### config.mk
export PLATFORM = sky130hd
export DESIGN_NAME = dmiu_core
export DESIGN_NICKNAME = d
export VERILOG_FILES = /design/src/hw/dmiu_pkg.sv /design/src/hw/dmiu_core.sv
export SDC_FILE = /design/constraint.sdc
export NUM_CORES = 1
export LEC_CHECK = 0
export ABC_AREA = 1
export BUFFER_PORTS_ARGS = -buffer_cell sky130_fd_sc_hd__buf_2
export CAP_MARGIN = 15
export CORE_ASPECT_RATIO = 1.25
export CORE_MARGIN = 1.5
export CORE_UTILIZATION = 56
export CTS_BUF_LIST = sky130_fd_sc_hd__clkbuf_16
export CTS_CLUSTER_DIAMETER = 50
export DETAILED_ROUTE_END_ITERATION = 6
export PLACE_DENSITY = 0.78
export SLEW_MARGIN = 20
export SYNTH_ARGS = -nofsm -noshare
export SYNTH_HDL_FRONTEND = slang
export SYNTH_SLANG_ARGS = --single-unit
### constraint.sdc
create_clock -name core_clk -period 4.9 [get_ports core_clk]
set_input_delay 0.735 -clock core_clk [delete_from_list [all_inputs] [get_ports core_clk]]
set_output_delay 0.735 -clock core_clk [all_outputs]
set_load 0.01 [all_outputs]
### src/hw/dmiu_pkg.sv
// Purpose: Constants, encodings and field helpers for the data move instruction unit
// Assumes: 16-bit program words, 12-bit data space, four phases per instruction cycle
// Notes:   Every opcode and instruction field position used by the core lives here, with the data, bank and address reset values
//
// What this block does
// - File move: 1100 source word, 1111 destination word
// - File move reaches all of 000h..FFFh, unbanked
// - File move copies byte; source, flags untouched
// - Accumulator may be file move source or destination
// - File move: two words, two cycles, one more per idle cycle
// - Decode 0000 0001 0000 kkkk as bank-select load
// - Bank-select load writes in fourth phase, no flags
// - Decode 0000 1110 kkkkkkkk as literal-to-accumulator load
// - Access bit zero: access bank; one: bank select
package dmiu_pkg;

  // ************************************************************
  // Widths
  // ************************************************************
  localparam int WORD_W = 16;
  localparam int ADDR_W = 12;
  localparam int DATA_W = 8;
  localparam int BANK_W = 4;

  // ************************************************************
  // Opcode prefixes
  // ************************************************************
  localparam logic [3:0]  OPC_MOVE_SRC  = 4'hc;
  localparam logic [3:0]  OPC_MOVE_DST  = 4'hf;
  localparam logic [11:0] OPC_BANK_LOAD = 12'h010;
  localparam logic [7:0]  OPC_LIT_ACC   = 8'h0e;
  localparam logic [6:0]  OPC_ACC_STORE = 7'h37;

  // ************************************************************
  // Access bank split and reset values
  // ************************************************************
  localparam logic [7:0]        ACCESS_SPLIT = 8'h80;
  localparam logic [BANK_W-1:0] ACCESS_LOW   = 4'h0;
  localparam logic [BANK_W-1:0] ACCESS_HIGH  = 4'hf;
  localparam logic [DATA_W-1:0] ACC_RESET    = 8'h00;
  localparam logic [BANK_W-1:0] BANK_RESET   = 4'h0;
  localparam logic [ADDR_W-1:0] ADDR_RESET   = 12'h000;

  // ************************************************************
  // Phases of one instruction cycle
  // ************************************************************
  localparam logic [1:0] PH_Q1 = 2'h0;
  localparam logic [1:0] PH_Q2 = 2'h1;
  localparam logic [1:0] PH_Q3 = 2'h2;
  localparam logic [1:0] PH_Q4 = 2'h3;
  localparam logic [1:0] PH_STEP = 2'h1;

  typedef enum logic [1:0] {
    ST_DECODE = 2'b01,
    ST_DEST   = 2'b10
  } dmiu_state_e;

  // ************************************************************
  // Field extraction
  // ************************************************************
  function automatic logic [3:0] dmiuOp4(input logic [WORD_W-1:0] w);
    return w[15:12];
  endfunction : dmiuOp4

  function automatic logic [6:0] dmiuOp7(input logic [WORD_W-1:0] w);
    return w[15:9];
  endfunction : dmiuOp7

  function automatic logic [7:0] dmiuOp8(input logic [WORD_W-1:0] w);
    return w[15:8];
  endfunction : dmiuOp8

  function automatic logic [11:0] dmiuOp12(input logic [WORD_W-1:0] w);
    return w[15:4];
  endfunction : dmiuOp12

  function automatic logic [ADDR_W-1:0] dmiuAddr(input logic [WORD_W-1:0] w);
    return w[11:0];
  endfunction : dmiuAddr

  function automatic logic [DATA_W-1:0] dmiuLit8(input logic [WORD_W-1:0] w);
    return w[7:0];
  endfunction : dmiuLit8

  function automatic logic [BANK_W-1:0] dmiuLit4(input logic [WORD_W-1:0] w);
    return w[3:0];
  endfunction : dmiuLit4

  function automatic logic dmiuAccess(input logic [WORD_W-1:0] w);
    return w[8];
  endfunction : dmiuAccess

endpackage : dmiu_pkg

### src/hw/dmiu_core.sv
// Purpose: Decode and execute of four data movement instructions
// Assumes: One word offered per instruction cycle, sampled at the end of phase Q1
// Notes:   Data memory answers memRdata combinationally while memRead is high
`timescale 1ns/10ps
module dmiu_core #(
  parameter logic [dmiu_pkg::ADDR_W-1:0] ACC_ADDR = 12'hff8  // Arbitrary map slot
) (
  input  wire logic                          core_clk,
  input  wire logic                          reset,
  input  wire logic                          instrValid,
  input  wire logic [dmiu_pkg::WORD_W-1:0]   instrWord,
  input  wire logic [dmiu_pkg::DATA_W-1:0]   memRdata,
  output logic      [1:0]                    qPhase,
  output logic      [dmiu_pkg::ADDR_W-1:0]   memAddr,
  output logic      [dmiu_pkg::DATA_W-1:0]   memWdata,
  output logic                               memRead,
  output logic                               memWrite,
  output logic      [dmiu_pkg::DATA_W-1:0]   accumulator,
  output logic      [dmiu_pkg::BANK_W-1:0]   bankSelect,
  output logic                               moveBusy
);
  import dmiu_pkg::*;

  // ************************************************************
  // Internal state
  // ************************************************************
  dmiu_state_e         state;
  logic [WORD_W-1:0]   instr;
  logic                instrLive;
  logic [ADDR_W-1:0]   srcAddr;
  logic [ADDR_W-1:0]   dstAddr;
  logic [DATA_W-1:0]   moveData;
  logic                fromMove;
  logic                takeWord;
  logic                startMove;
  logic                takeDest;
  logic                isBank;
  logic                isLit;
  logic                isStore;
  logic [ADDR_W-1:0]   storeAddr;

  // Word acceptance happens only at the end of Q1
  assign takeWord  = (qPhase == PH_Q1) && instrValid;
  assign startMove = takeWord && (state == ST_DECODE)
                     && (dmiuOp4(instrWord) == OPC_MOVE_SRC);
  assign takeDest  = takeWord && (state == ST_DEST)
                     && (dmiuOp4(instrWord) == OPC_MOVE_DST);

  // Decode of the latched single-word instruction
  assign isBank  = instrLive && (dmiuOp12(instr) == OPC_BANK_LOAD);
  assign isLit   = instrLive && (dmiuOp8(instr) == OPC_LIT_ACC);
  assign isStore = instrLive && (dmiuOp7(instr) == OPC_ACC_STORE);

  // Banked address: access bank splits low and high halves
  always_comb
  begin
    if (dmiuAccess(instr))
    begin
      storeAddr = {bankSelect, dmiuLit8(instr)};
    end
    else if (dmiuLit8(instr) < ACCESS_SPLIT)
    begin
      storeAddr = {ACCESS_LOW, dmiuLit8(instr)};
    end
    else
    begin
      storeAddr = {ACCESS_HIGH, dmiuLit8(instr)};
    end
  end

  // ************************************************************
  // Phase divider
  // ************************************************************
  // Free running, so one instruction cycle is always four clocks
  always_ff @(posedge core_clk or posedge reset)
  begin
    if (reset)
      qPhase <= PH_Q1;
    else
      qPhase <= qPhase + PH_STEP;
  end

  // ************************************************************
  // Sequencer
  // ************************************************************
  // A missing second word stretches the move by whole cycles; a wrong
  // prefix abandons it so a corrupt stream cannot write anywhere
  always_ff @(posedge core_clk or posedge reset)
  begin
    if (reset)
    begin
      state     <= ST_DECODE;
      instr     <= '0;
      instrLive <= 1'b0;
      srcAddr   <= ADDR_RESET;
      dstAddr   <= ADDR_RESET;
      moveBusy  <= 1'b0;
    end
    else if (qPhase == PH_Q1)
    begin
      instrLive <= 1'b0;
      if (state == ST_DECODE)
      begin
        if (startMove)
        begin
          srcAddr  <= dmiuAddr(instrWord);
          state    <= ST_DEST;
          moveBusy <= 1'b1;
        end
        else if (takeWord)
        begin
          instr     <= instrWord;
          instrLive <= 1'b1;
        end
      end
      else if (takeWord)
      begin
        // Extended case: stays here while no word is offered
        state    <= ST_DECODE;
        moveBusy <= 1'b0;
        if (takeDest)
          dstAddr <= dmiuAddr(instrWord);
      end
    end
  end

  // ************************************************************
  // Memory strobes
  // ************************************************************
  // Strobes are set one clock ahead so they stand exactly in their phase
  always_ff @(posedge core_clk or posedge reset)
  begin
    if (reset)
    begin
      memRead  <= 1'b0;
      memWrite <= 1'b0;
      memAddr  <= ADDR_RESET;
      memWdata <= ACC_RESET;
      fromMove <= 1'b0;
    end
    else
    begin
      memRead  <= 1'b0;
      memWrite <= 1'b0;
      if (startMove && (dmiuAddr(instrWord) != ACC_ADDR))
      begin
        memAddr <= dmiuAddr(instrWord);
        memRead <= 1'b1;
      end
      else if ((qPhase == PH_Q3) && (state == ST_DECODE) && fromMove
               && (dstAddr != ACC_ADDR))
      begin
        memAddr  <= dstAddr;
        memWdata <= moveData;
        memWrite <= 1'b1;
      end
      else if ((qPhase == PH_Q3) && isStore)
      begin
        memAddr  <= storeAddr;
        memWdata <= accumulator;
        memWrite <= 1'b1;
      end
      // Marks a cycle whose Q4 belongs to the second word of a move
      if (qPhase == PH_Q1)
        fromMove <= takeDest;
    end
  end

  // ************************************************************
  // Source capture
  // ************************************************************
  // Accumulator source is taken from the register, not the bus
  // Only the first cycle's read is kept: a stretched move must not pick up an idle bus
  always_ff @(posedge core_clk or posedge reset)
  begin
    if (reset)
      moveData <= ACC_RESET;
    else if ((qPhase == PH_Q2) && (state == ST_DEST) && moveBusy
             && (memRead || (srcAddr == ACC_ADDR)))
      moveData <= (srcAddr == ACC_ADDR) ? accumulator : memRdata;
  end

  // ************************************************************
  // Accumulator and bank select
  // ************************************************************
  // No status flags exist here, so none can change
  always_ff @(posedge core_clk or posedge reset)
  begin
    if (reset)
    begin
      accumulator <= ACC_RESET;
      bankSelect  <= BANK_RESET;
    end
    else if (qPhase == PH_Q4)
    begin
      if (isLit)
        accumulator <= dmiuLit8(instr);
      else if (fromMove && (dstAddr == ACC_ADDR))
        accumulator <= moveData;
      if (isBank)
        bankSelect <= dmiuLit4(instr);
    end
  end
endmodule : dmiu_core

==> flow_metrics.py, run 1 <==
metrics = {
    "timing": {
        "setup_viol_count_final": 0,
        "finalCritPeriodShare_pct": 48.4,
        "slew_viol_final": 0,
        "relSlewSlack_pct": 37.0,
        "finalHoldViolCount": 0,
        "clock.fmax_mhz": 422,
        "setup_tns_ns": 0,
        "fin_ws_ns": 2.53,
        "rsz0062_at_grt": "no",
        "period_needed_ns": 2.37,
        "finalClockSkew_ns": 0.00826,
        "worst_pin_slew_ns": 0.942,
    },
    "worst_setup_path": {
        "criticalPathCategory": "reg -> reg",
        "cp_max_fo": 29,
        "crit_required_ns": 5.18,
        "cp-start-kind": "flop",
        "cp-end-kind": "flop",
        "worstPathArrival_ns": 2.65,
    },
    "floorplanning": {
        "die_w_um": 82.0,
        "num_rows": 35,
        "ioPinCount": 64,
        "start_util_pct": 58.7,
        "die_area_mm2": 0.00834,
        "die_h_um": 102,
        "core_area_mm2": 0.00744,
    },
    "pwr": {
        "p_seq_share_pct": 48.6,
        "p_int_w": 0.00134,
        "powerDensity_mw_per_mm2": 391,
        "power.switching_w": 0.000601,
        "max-vdd-ir-drop_mv": 0.231,
        "p_comb_share_pct": 16.1,
        "power.leakage_nw": 2.67,
        "clockPowerShare_pct": 35.3,
        "netSwitchingFraction_pct": 31.0,
    },
    "route": {
        "ant_nets": 0,
        "vias_per_cell": 5.39,
        "via_count": 3770,
        "drt-initial-drc-count": 220,
        "wl_per_cell_um": 15.0,
        "drt_pass1_iterations": 5,
        "drc_errors": 0,
        "wl_mm": 10.5,
    },
    "logic_synthesis": {
        "synth_edf_count": 0,
        "synthTopCellsByCount": "nand2_1, dfrtp_1, o21ai_0",
        "syn_area_per_cell_um2": 7.98,
        "synth.most_common_cell": "nand2_1",
        "synth_top_area_share_pct": 49.9,
        "synth_cell_types": 30,
        "yosysTopAreaCell": "dfrtp_1",
        "ys.flop_type": "dfrtp_1",
        "ys_seq_area_share_pct": 50.5,
        "netlist_area_mm2": 0.00437,
        "ys_async_sr_fraction_pct": 100,
        "synthCells": 547,
        "synthTopCellsByArea": "dfrtp_1, nand2_1, o21ai_0, nand3_1, inv_1",
        "yosys_warnings": 0,
        "ys_seq_elements": 88,
        "syn-num-nets": 578,
    },
    "cts": {
        "clk_latency_ns": 0.34,
        "clockRootBuffer": "clkbuf_16",
        "post_cts_resized": 0,
        "cts_tree": "built",
        "cts_max_level": 3,
        "clock_path_buffers": 2,
        "post-cts-setup-buffers": 0,
        "clock-sinks": 88,
        "path_clk_slew_ns": 0.06,
        "holdBufCountCts": 0,
        "numCtsBuffers": 9,
    },
    "global_routing": {
        "grt_busiest_layer": "met2",
        "grt_pass1_wl_mm": 17.5,
        "first_global_vias": 3685,
        "met3_usage_pct": 5.95,
        "overflow": 0,
        "grtUsageMet1_pct": 33.2,
        "grtUsageTotal_pct": 28.2,
        "met2_usage_pct": 48.5,
        "antenna_found_initial": 0,
        "grt_max_degree": 47,
    },
    "run": {
        "maxCapViolations": 0,
    },
    "place": {
        "port_buffers": 63,
        "dp_slack_ns": 2.50,
        "place.gp.congestion": 0.894,
        "hpwl_mm": 7.64,
    },
    "layout": {
        "syn_to_final_growth_pct": 13.6,
        "nNetsFinal": 634,
        "antenna_cells": 0,
        "nFillCells": 633,
        "drive_above_1_share_pct": 19.7,
    },
    "hold_path": {
        "hold_path_class": "reg -> reg",
    },
    "status": {
        "outcome": "finished, final reports clean",
    },
}
-- stage by stage --
stage               hold slack, ns  instance area [µm²]  instances  utilization, %  total power [W]
detailed placement           0.461                 4660        684            62.7          0.00126
global placement             0.459                 4660        684            62.7          0.00125
finish                       0.476                 4960        700            66.6          0.00194
floorplan                    0.453                 4370        547               -          0.00113
global route                 0.503                 4960        700            66.6          0.00203
CTS                          0.478                 4960        700            66.6          0.00194
-- power groups by stage --
stage	logic, W	clock network, W	registers [W]
after floorplan	0.000207	0	0.000923
after global placement	0.000300	0	0.000946
after detailed placement	0.000310	0	0.000949
after CTS	0.000313	0.000686	0.000937
after global routing	0.000360	0.000714	0.000954
final	0.000312	0.000683	0.000942
-- cell usage in the layout (no fill, tap or decap), drive strengths merged --
cell,synthesis,final
clkbuf,5,9
clkinvlp,0,2
nand4,5,5
dfrtp,87,87
clkinv,1,4
nor3,5,5
bufinv,0,1
nor2,17,17
nand2,227,227
dfstp,1,1
nor4,1,1
nand3,49,49
inv,59,60
a21oi,3,3
buf,14,64
ha,4,4
mux2,1,1
o21ai,68,68
-- registers in the layout, indices dropped and copies added, names as in the netlist --
register,count
accumulator,8
bankSelect,4
dstAddr,12
fromMove,1
instr,16
instrLive,1
memAddr,12
memRead,1
memWdata,8
memWrite,1
moveBusy,1
moveData,8
qPhase,2
srcAddr,12
state,1
-- logic make-up after synthesis --
family,Yosys count,share of synthesized area (%)
AOI/OAI and AO/OA,71,9.17
adders and majority gates,4,1.15
buffers and inverters,79,8.45
DFF,88,50.5
muxes,1,0.258
and+or+nand+nor,304,30.5
-- final timing paths --
path                                    startpoint                          to  slack (ns)  cells after the start
min in group asynchronous                    reset  accumulator[1]$_DFFE_PP0P_        0.50                      2
max reg2reg                 dstAddr[2]$_DFFE_PP0P_     memAddr[11]$_DFFE_PP0P_        2.53                      9
min                        memWdata[0]$_DFFE_PP0P_     memWdata[0]$_DFFE_PP0P_        0.48                      2
max                         dstAddr[2]$_DFFE_PP0P_     memAddr[11]$_DFFE_PP0P_        2.53                      9
max in group asynchronous                    reset      dstAddr[9]$_DFFE_PP0P_        3.37                      3
min reg2reg                memWdata[0]$_DFFE_PP0P_     memWdata[0]$_DFFE_PP0P_        0.48                      2
-- layout make-up --
cell class,count,area [µm²],area share (%)
Multi-Input combinational cell,380,1790,36.2
Sequential cell,88,2200,44.4
Inverter,60,229,4.62
Tap cell,92,115,2.32
Clock buffer,9,225,4.54
Clock inverter,7,71.3,1.44
Timing Repair Buffer,64,323,6.51
-- critical path: stages, from the launching register on --
cell and delay (ns):
dfrtp_1 0.40, inv_1 0.06, nand2_1 0.04, nor2_1 0.18, nand3_2 0.26, nand2_2 0.56
nand2_2 0.17, nor2_2 0.42, nand2_1 0.13, nand3_2 0.09
-- routing by layer --
layer / vias to the layer above / wire length [µm]
met1: 1787 / 4160
met4: 0 / 437
li1: 1837 / -
met5: - / 0
met2: 110 / 5450
met3: 36 / 432
(Power assumes the default switching activity.)
==> inputs of run 2 (changes only) <==
Settings changed: CORE_UTILIZATION 56 to 52, PLACE_DENSITY 0.78 to 0.77.
Clock period 4.9 ns to 2.1 ns, I/O delays scaled along.
==> flow_metrics.py, run 2 (synthesis results as in run 1) <==
metrics = {
    "global_routing": {
        "first_global_vias": 3677,
        "grt_max_degree": 89,
        "grt_pass1_wl_mm": 17.5,
        "antenna_found_initial": 0,
        "overflow": 0,
        "met3_usage_pct": 3.21,
        "grtUsageMet1_pct": 32.0,
        "met2_usage_pct": 42.3,
        "grt_busiest_layer": "met2",
        "grtUsageTotal_pct": 25.4,
    },
    "floorplanning": {
        "die_area_mm2": 0.00896,
        "start_util_pct": 53.3,
        "die_h_um": 105,
        "ioPinCount": 64,
        "num_rows": 37,
        "die_w_um": 85.0,
        "core_area_mm2": 0.00819,
    },
    "worst_setup_path": {
        "reg2reg_from": "qPhase[0]$_DFF_PP0_",
        "worstReg2RegEnd": "memAddr[11]$_DFFE_PP0P_",
        "setup.worst_path.start": "qPhase[0]$_DFF_PP0_",
        "cp-start-kind": "flop",
        "criticalPathCategory": "reg -> reg",
        "cp_max_fo": 12,
        "crit_required_ns": 2.39,
        "rrSetupSlack_ns": 0.29,
        "worst_r2r_path_depth": 11,
        "cp-end-kind": "flop",
        "worstPathArrival_ns": 2.10,
    },
    "cts": {
        "clk_latency_ns": 0.34,
        "holdBufCountCts": 0,
        "cts_max_level": 3,
        "clockRootBuffer": "clkbuf_16",
        "cts_tree": "built",
        "post-cts-setup-buffers": 0,
        "clock_path_buffers": 2,
        "clock-sinks": 88,
        "numCtsBuffers": 9,
        "post_cts_resized": 0,
        "path_clk_slew_ns": 0.07,
    },
    "route": {
        "ant_nets": 0,
        "drt-initial-drc-count": 262,
        "drc_errors": 7,
        "via_count": 3768,
        "vias_per_cell": 5.28,
        "wl_per_cell_um": 14.8,
        "drt_pass1_iterations": 7,
        "wl_mm": 10.5,
    },
    "timing": {
        "setup_tns_ns": 0,
        "finalCritPeriodShare_pct": 86.3,
        "worst_pin_slew_ns": 0.490,
        "finalClockSkew_ns": 0.0104,
        "relSlewSlack_pct": 67.1,
        "finalHoldViolCount": 0,
        "period_needed_ns": 1.81,
        "setup_viol_count_final": 0,
        "clock.fmax_mhz": 552,
        "rsz0062_at_grt": "no",
        "slew_viol_final": 0,
    },
    "place": {
        "port_buffers": 63,
        "placed_area_mm2": 0.00475,
        "hpwl_mm": 7.63,
        "place.gp.congestion": 0.891,
    },
    "status": {
        "violations": "design-rule violations",
        "outcome": "finished with violations",
    },
    "run": {
        "maxCapViolations": 0,
    },
    "pwr": {
        "powerDensity_mw_per_mm2": 921,
        "power.leakage_nw": 2.71,
        "max-vdd-ir-drop_mv": 0.724,
        "fin_total_pwr_w": 0.00467,
    },
    "layout": {
        "register_area_mm2": 0.00220,
        "final_common_cell": "nand2_1",
        "largest_reg_flops": 16,
        "syn_to_final_growth_pct": 16.2,
        "post-route-util_pct": 61.9,
        "layout_common_cells": "nand2_1, dfrtp_1, buf_2, o21ai_0, inv_1",
        "final_cell_area_mm2": 0.00507,
        "nFillCells": 717,
        "drive_above_1_share_pct": 20.9,
        "multi_input_area_mm2": 0.00179,
        "largest-register": "instr",
        "antenna_cells": 0,
        "nNetsFinal": 642,
    },
    "hold_path": {
        "hold_path_class": "in -> async",
    },
}
==> run 2: layout make-up <==
class / count / share of cell area [%]
clock inverters: 7 / 2.02
inverters: 60 / 4.56
multi-input cells: 380 / 35.4
repair buffers: 72 / 7.79
clock buffers: 9 / 4.44
well taps: 97 / 2.39
flip-flops and latches: 88 / 43.4
==> run 2: stage by stage <==
| stage | instances | worst slack [ns] | hold WS, ns |
|---|---|---|---|
| final | 713 | 0.289 | 0.0763 |
| after global routing | 713 | 0.133 | 0.143 |
| after CTS | 713 | 0.279 | 0.123 |
| after detailed placement | 697 | 0.307 | 0.460 |
| after global placement | 697 | 0.383 | 0.460 |
| after floorplan | 547 | 0.444 | 0.436 |
==> run 2: critical path, cell delays in order, from the launching register on <==
cell     delay [ns]
dfrtp_1        0.39
inv_1          0.09
ha_1           0.23
nand2_1        0.12
inv_2          0.06
nand2_2        0.08
nor2_4         0.05
nand2_4        0.08
inv_2          0.04
nor2_2         0.39
nand2_1        0.13
nand3_2        0.10
==> run 2: worst max-delay path by stage <==
stage | end | slack [ns] | cells past startpoint
after detailed placement | memAddr[11]$_DFFE_PP0P_ | 0.31 | 11
after global routing | memAddr[5]$_DFFE_PP0P_ | 0.13 | 11
after floorplan | memAddr[0]$_DFFE_PP0P_ | 0.44 | 12
final | memAddr[11]$_DFFE_PP0P_ | 0.29 | 11
after CTS | memAddr[11]$_DFFE_PP0P_ | 0.28 | 11
after global placement | memAddr[11]$_DFFE_PP0P_ | 0.38 | 11
==> run 2: per-layer routing <==
metal	part of all wire [%]	routed length, µm
met2	51	5370
met1	41	4320
met3	4.5	479
met5	0	0
met4	3.5	371
==> run 2: report_power, final <==
part           total [W]  internal (W)  switching, W
clock network    0.00176       0.00105      0.000702
logic           0.000728      0.000256      0.000471
registers        0.00219       0.00195      0.000241
total            0.00467       0.00326       0.00141
==> inputs of run 3 (changes only) <==
Settings changed: REMOVE_ABC_BUFFERS set to 1.
==> flow_metrics.py, run 3 (synthesis results as in run 1) <==
metrics = {
    "layout": {
        "post-route-util_pct": 62.0,
        "layout_common_cells": "nand2_1, dfrtp_1, buf_2, o21ai_0, inv_1",
        "antenna_cells": 0,
        "syn_to_final_growth_pct": 16.4,
        "nFillCells": 697,
        "largest_reg_flops": 16,
        "nNetsFinal": 644,
        "largest-register": "instr",
        "final_common_cell": "nand2_1",
        "drive_above_1_share_pct": 21.1,
    },
    "place": {
        "hpwl_mm": 7.47,
        "place.gp.congestion": 0.868,
        "port_buffers": 63,
    },
    "floorplanning": {
        "die_w_um": 85.0,
        "die_area_mm2": 0.00896,
        "die_h_um": 105,
        "core_area_mm2": 0.00819,
        "ioPinCount": 64,
        "num_rows": 37,
        "start_util_pct": 53.3,
    },
    "global_routing": {
        "grtUsageTotal_pct": 24.5,
        "grt_pass1_wl_mm": 17.0,
        "overflow": 0,
        "grt_max_degree": 89,
        "antenna_found_initial": 0,
        "first_global_vias": 3619,
    },
    "cts": {
        "clockRootBuffer": "clkbuf_16",
        "post-cts-setup-buffers": 0,
        "path_clk_slew_ns": 0.06,
        "clk_latency_ns": 0.33,
        "clock_path_buffers": 2,
        "holdBufCountCts": 0,
        "clock-sinks": 88,
        "cts_max_level": 3,
        "post_cts_resized": 0,
        "cts_tree": "built",
        "numCtsBuffers": 9,
    },
    "worst_setup_path": {
        "cp-start-kind": "flop",
        "slowest_stage": "dfrtp_1",
        "crit_top_cell": "inv_1",
        "path_cells": "inv_1 -> ha_1 -> nand2_1 -> inv_2 -> nand2_2 -> nor2_4 -> buf_4 -> inv_1 -> o21ai_0",
        "cp_max_fo": 15,
        "critPathMaxStageDelay_ns": 0.41,
        "criticalPathCategory": "reg -> reg",
        "cp-end-kind": "flop",
        "worstPathArrival_ns": 2.06,
        "crit_required_ns": 2.34,
    },
    "hold_path": {
        "hold_path_class": "in -> async",
    },
    "route": {
        "wl_mm": 10.4,
        "route.layer.met1.wl_mm": 4.40,
        "drc_errors": 12,
        "wl_met3_um": 503,
        "wl_met2_mm": 5.24,
        "drt_pass1_iterations": 7,
        "highest_layer": "met4",
        "ant_nets": 0,
        "drt-initial-drc-count": 293,
        "vias_per_cell": 5.30,
        "wl_per_cell_um": 14.6,
        "via_count": 3781,
    },
    "timing": {
        "worst_pin_slew_ns": 0.519,
        "finalCritPeriodShare_pct": 86.7,
        "period_needed_ns": 1.82,
        "finalHoldViolCount": 0,
        "clock.fmax_mhz": 549,
        "setup_tns_ns": 0,
        "relSlewSlack_pct": 65.1,
        "finalClockSkew_ns": 0.00615,
        "slew_viol_final": 0,
        "setup_viol_count_final": 0,
        "rsz0062_at_grt": "no",
    },
    "pwr": {
        "powerDensity_mw_per_mm2": 900,
        "max-vdd-ir-drop_mv": 0.470,
        "fin_total_pwr_w": 0.00457,
        "power.leakage_nw": 2.73,
    },
    "run": {
        "maxCapViolations": 0,
    },
    "status": {
        "violations": "design-rule violations",
        "outcome": "finished with violations",
    },
}
## run 3: changes by cell type in the layout (fill, tap and decap cells not counted), sizes merged
cell      change
clkinvlp      -2
inv           -2
clkinv        +3
buf           +2
## run 3: power by group
part,internal (W),switching (W),total [W]
registers,0.00195,0.000252,0.00220
clock network,0.00103,0.000638,0.00167
logic,0.000256,0.000450,0.000707
total,0.00323,0.00134,0.00457
## run 3: worst max-delay path: cells and delay by family, from the launching register on
family / cells / cell delay, ns
flip-flops: 1 / 0.41
AND/OR/NAND/NOR: 3 / 0.29
buffers and inverters: 4 / 0.60
AO/OA/AOI/OAI: 1 / 0.22
adder cells (fa/ha/maj): 1 / 0.19
## run 3: worst paths after layout
path / from / end / slack, ns / depth (start not counted)
setup / recovery: qPhase[0]$_DFF_PP0_ / srcAddr[8]$_DFFE_PP0P_ / 0.28 / 9
hold / removal: reset / qPhase[0]$_DFF_PP0_ / 0.08 / 3
setup reg to reg: qPhase[0]$_DFF_PP0_ / srcAddr[8]$_DFFE_PP0P_ / 0.28 / 9
hold reg to reg: memWdata[3]$_DFFE_PP0P_ / memWdata[3]$_DFFE_PP0P_ / 0.48 / 2
max in group asynchronous: reset / state[0]$_DFFE_PP1P_ / 1.64 / 3
min in group core_clk: instrWord[1] / srcAddr[1]$_DFFE_PP0P_ / 0.22 / 3
## run 3: per-layer routing
layer  vias up  GRT usage, %
li1       1847             -
met1      1794          31.1
met3        23          4.46
met5         -             0
met4         0          10.5
met2       117          40.8
## run 3: per-stage QoR
step | hold WS, ns | std cells | setup slack [ns] | cell area, µm²
2_1_floorplan | 0.436 | 528 | -0.492 | 4230
3_3_place_gp | 0.449 | 699 | 0.376 | 4770
3_5_place_dp | 0.452 | 699 | 0.263 | 4770
4_1_cts | 0.102 | 714 | 0.236 | 5080
5_1_grt | 0.129 | 714 | 0.0702 | 5080
6_report | 0.0789 | 714 | 0.279 | 5080
## run 3: cell type report
class                   count  area, µm²  share of cell area, %
clock buffers               9        225                   4.43
clock inverters             6       85.1                   1.67
inverters                  60        229                   4.51
multi-input cells         380       1790                   35.3
flip-flops and latches     88       2200                   43.4
well taps                  97        121                   2.39
repair buffers             74        423                   8.32
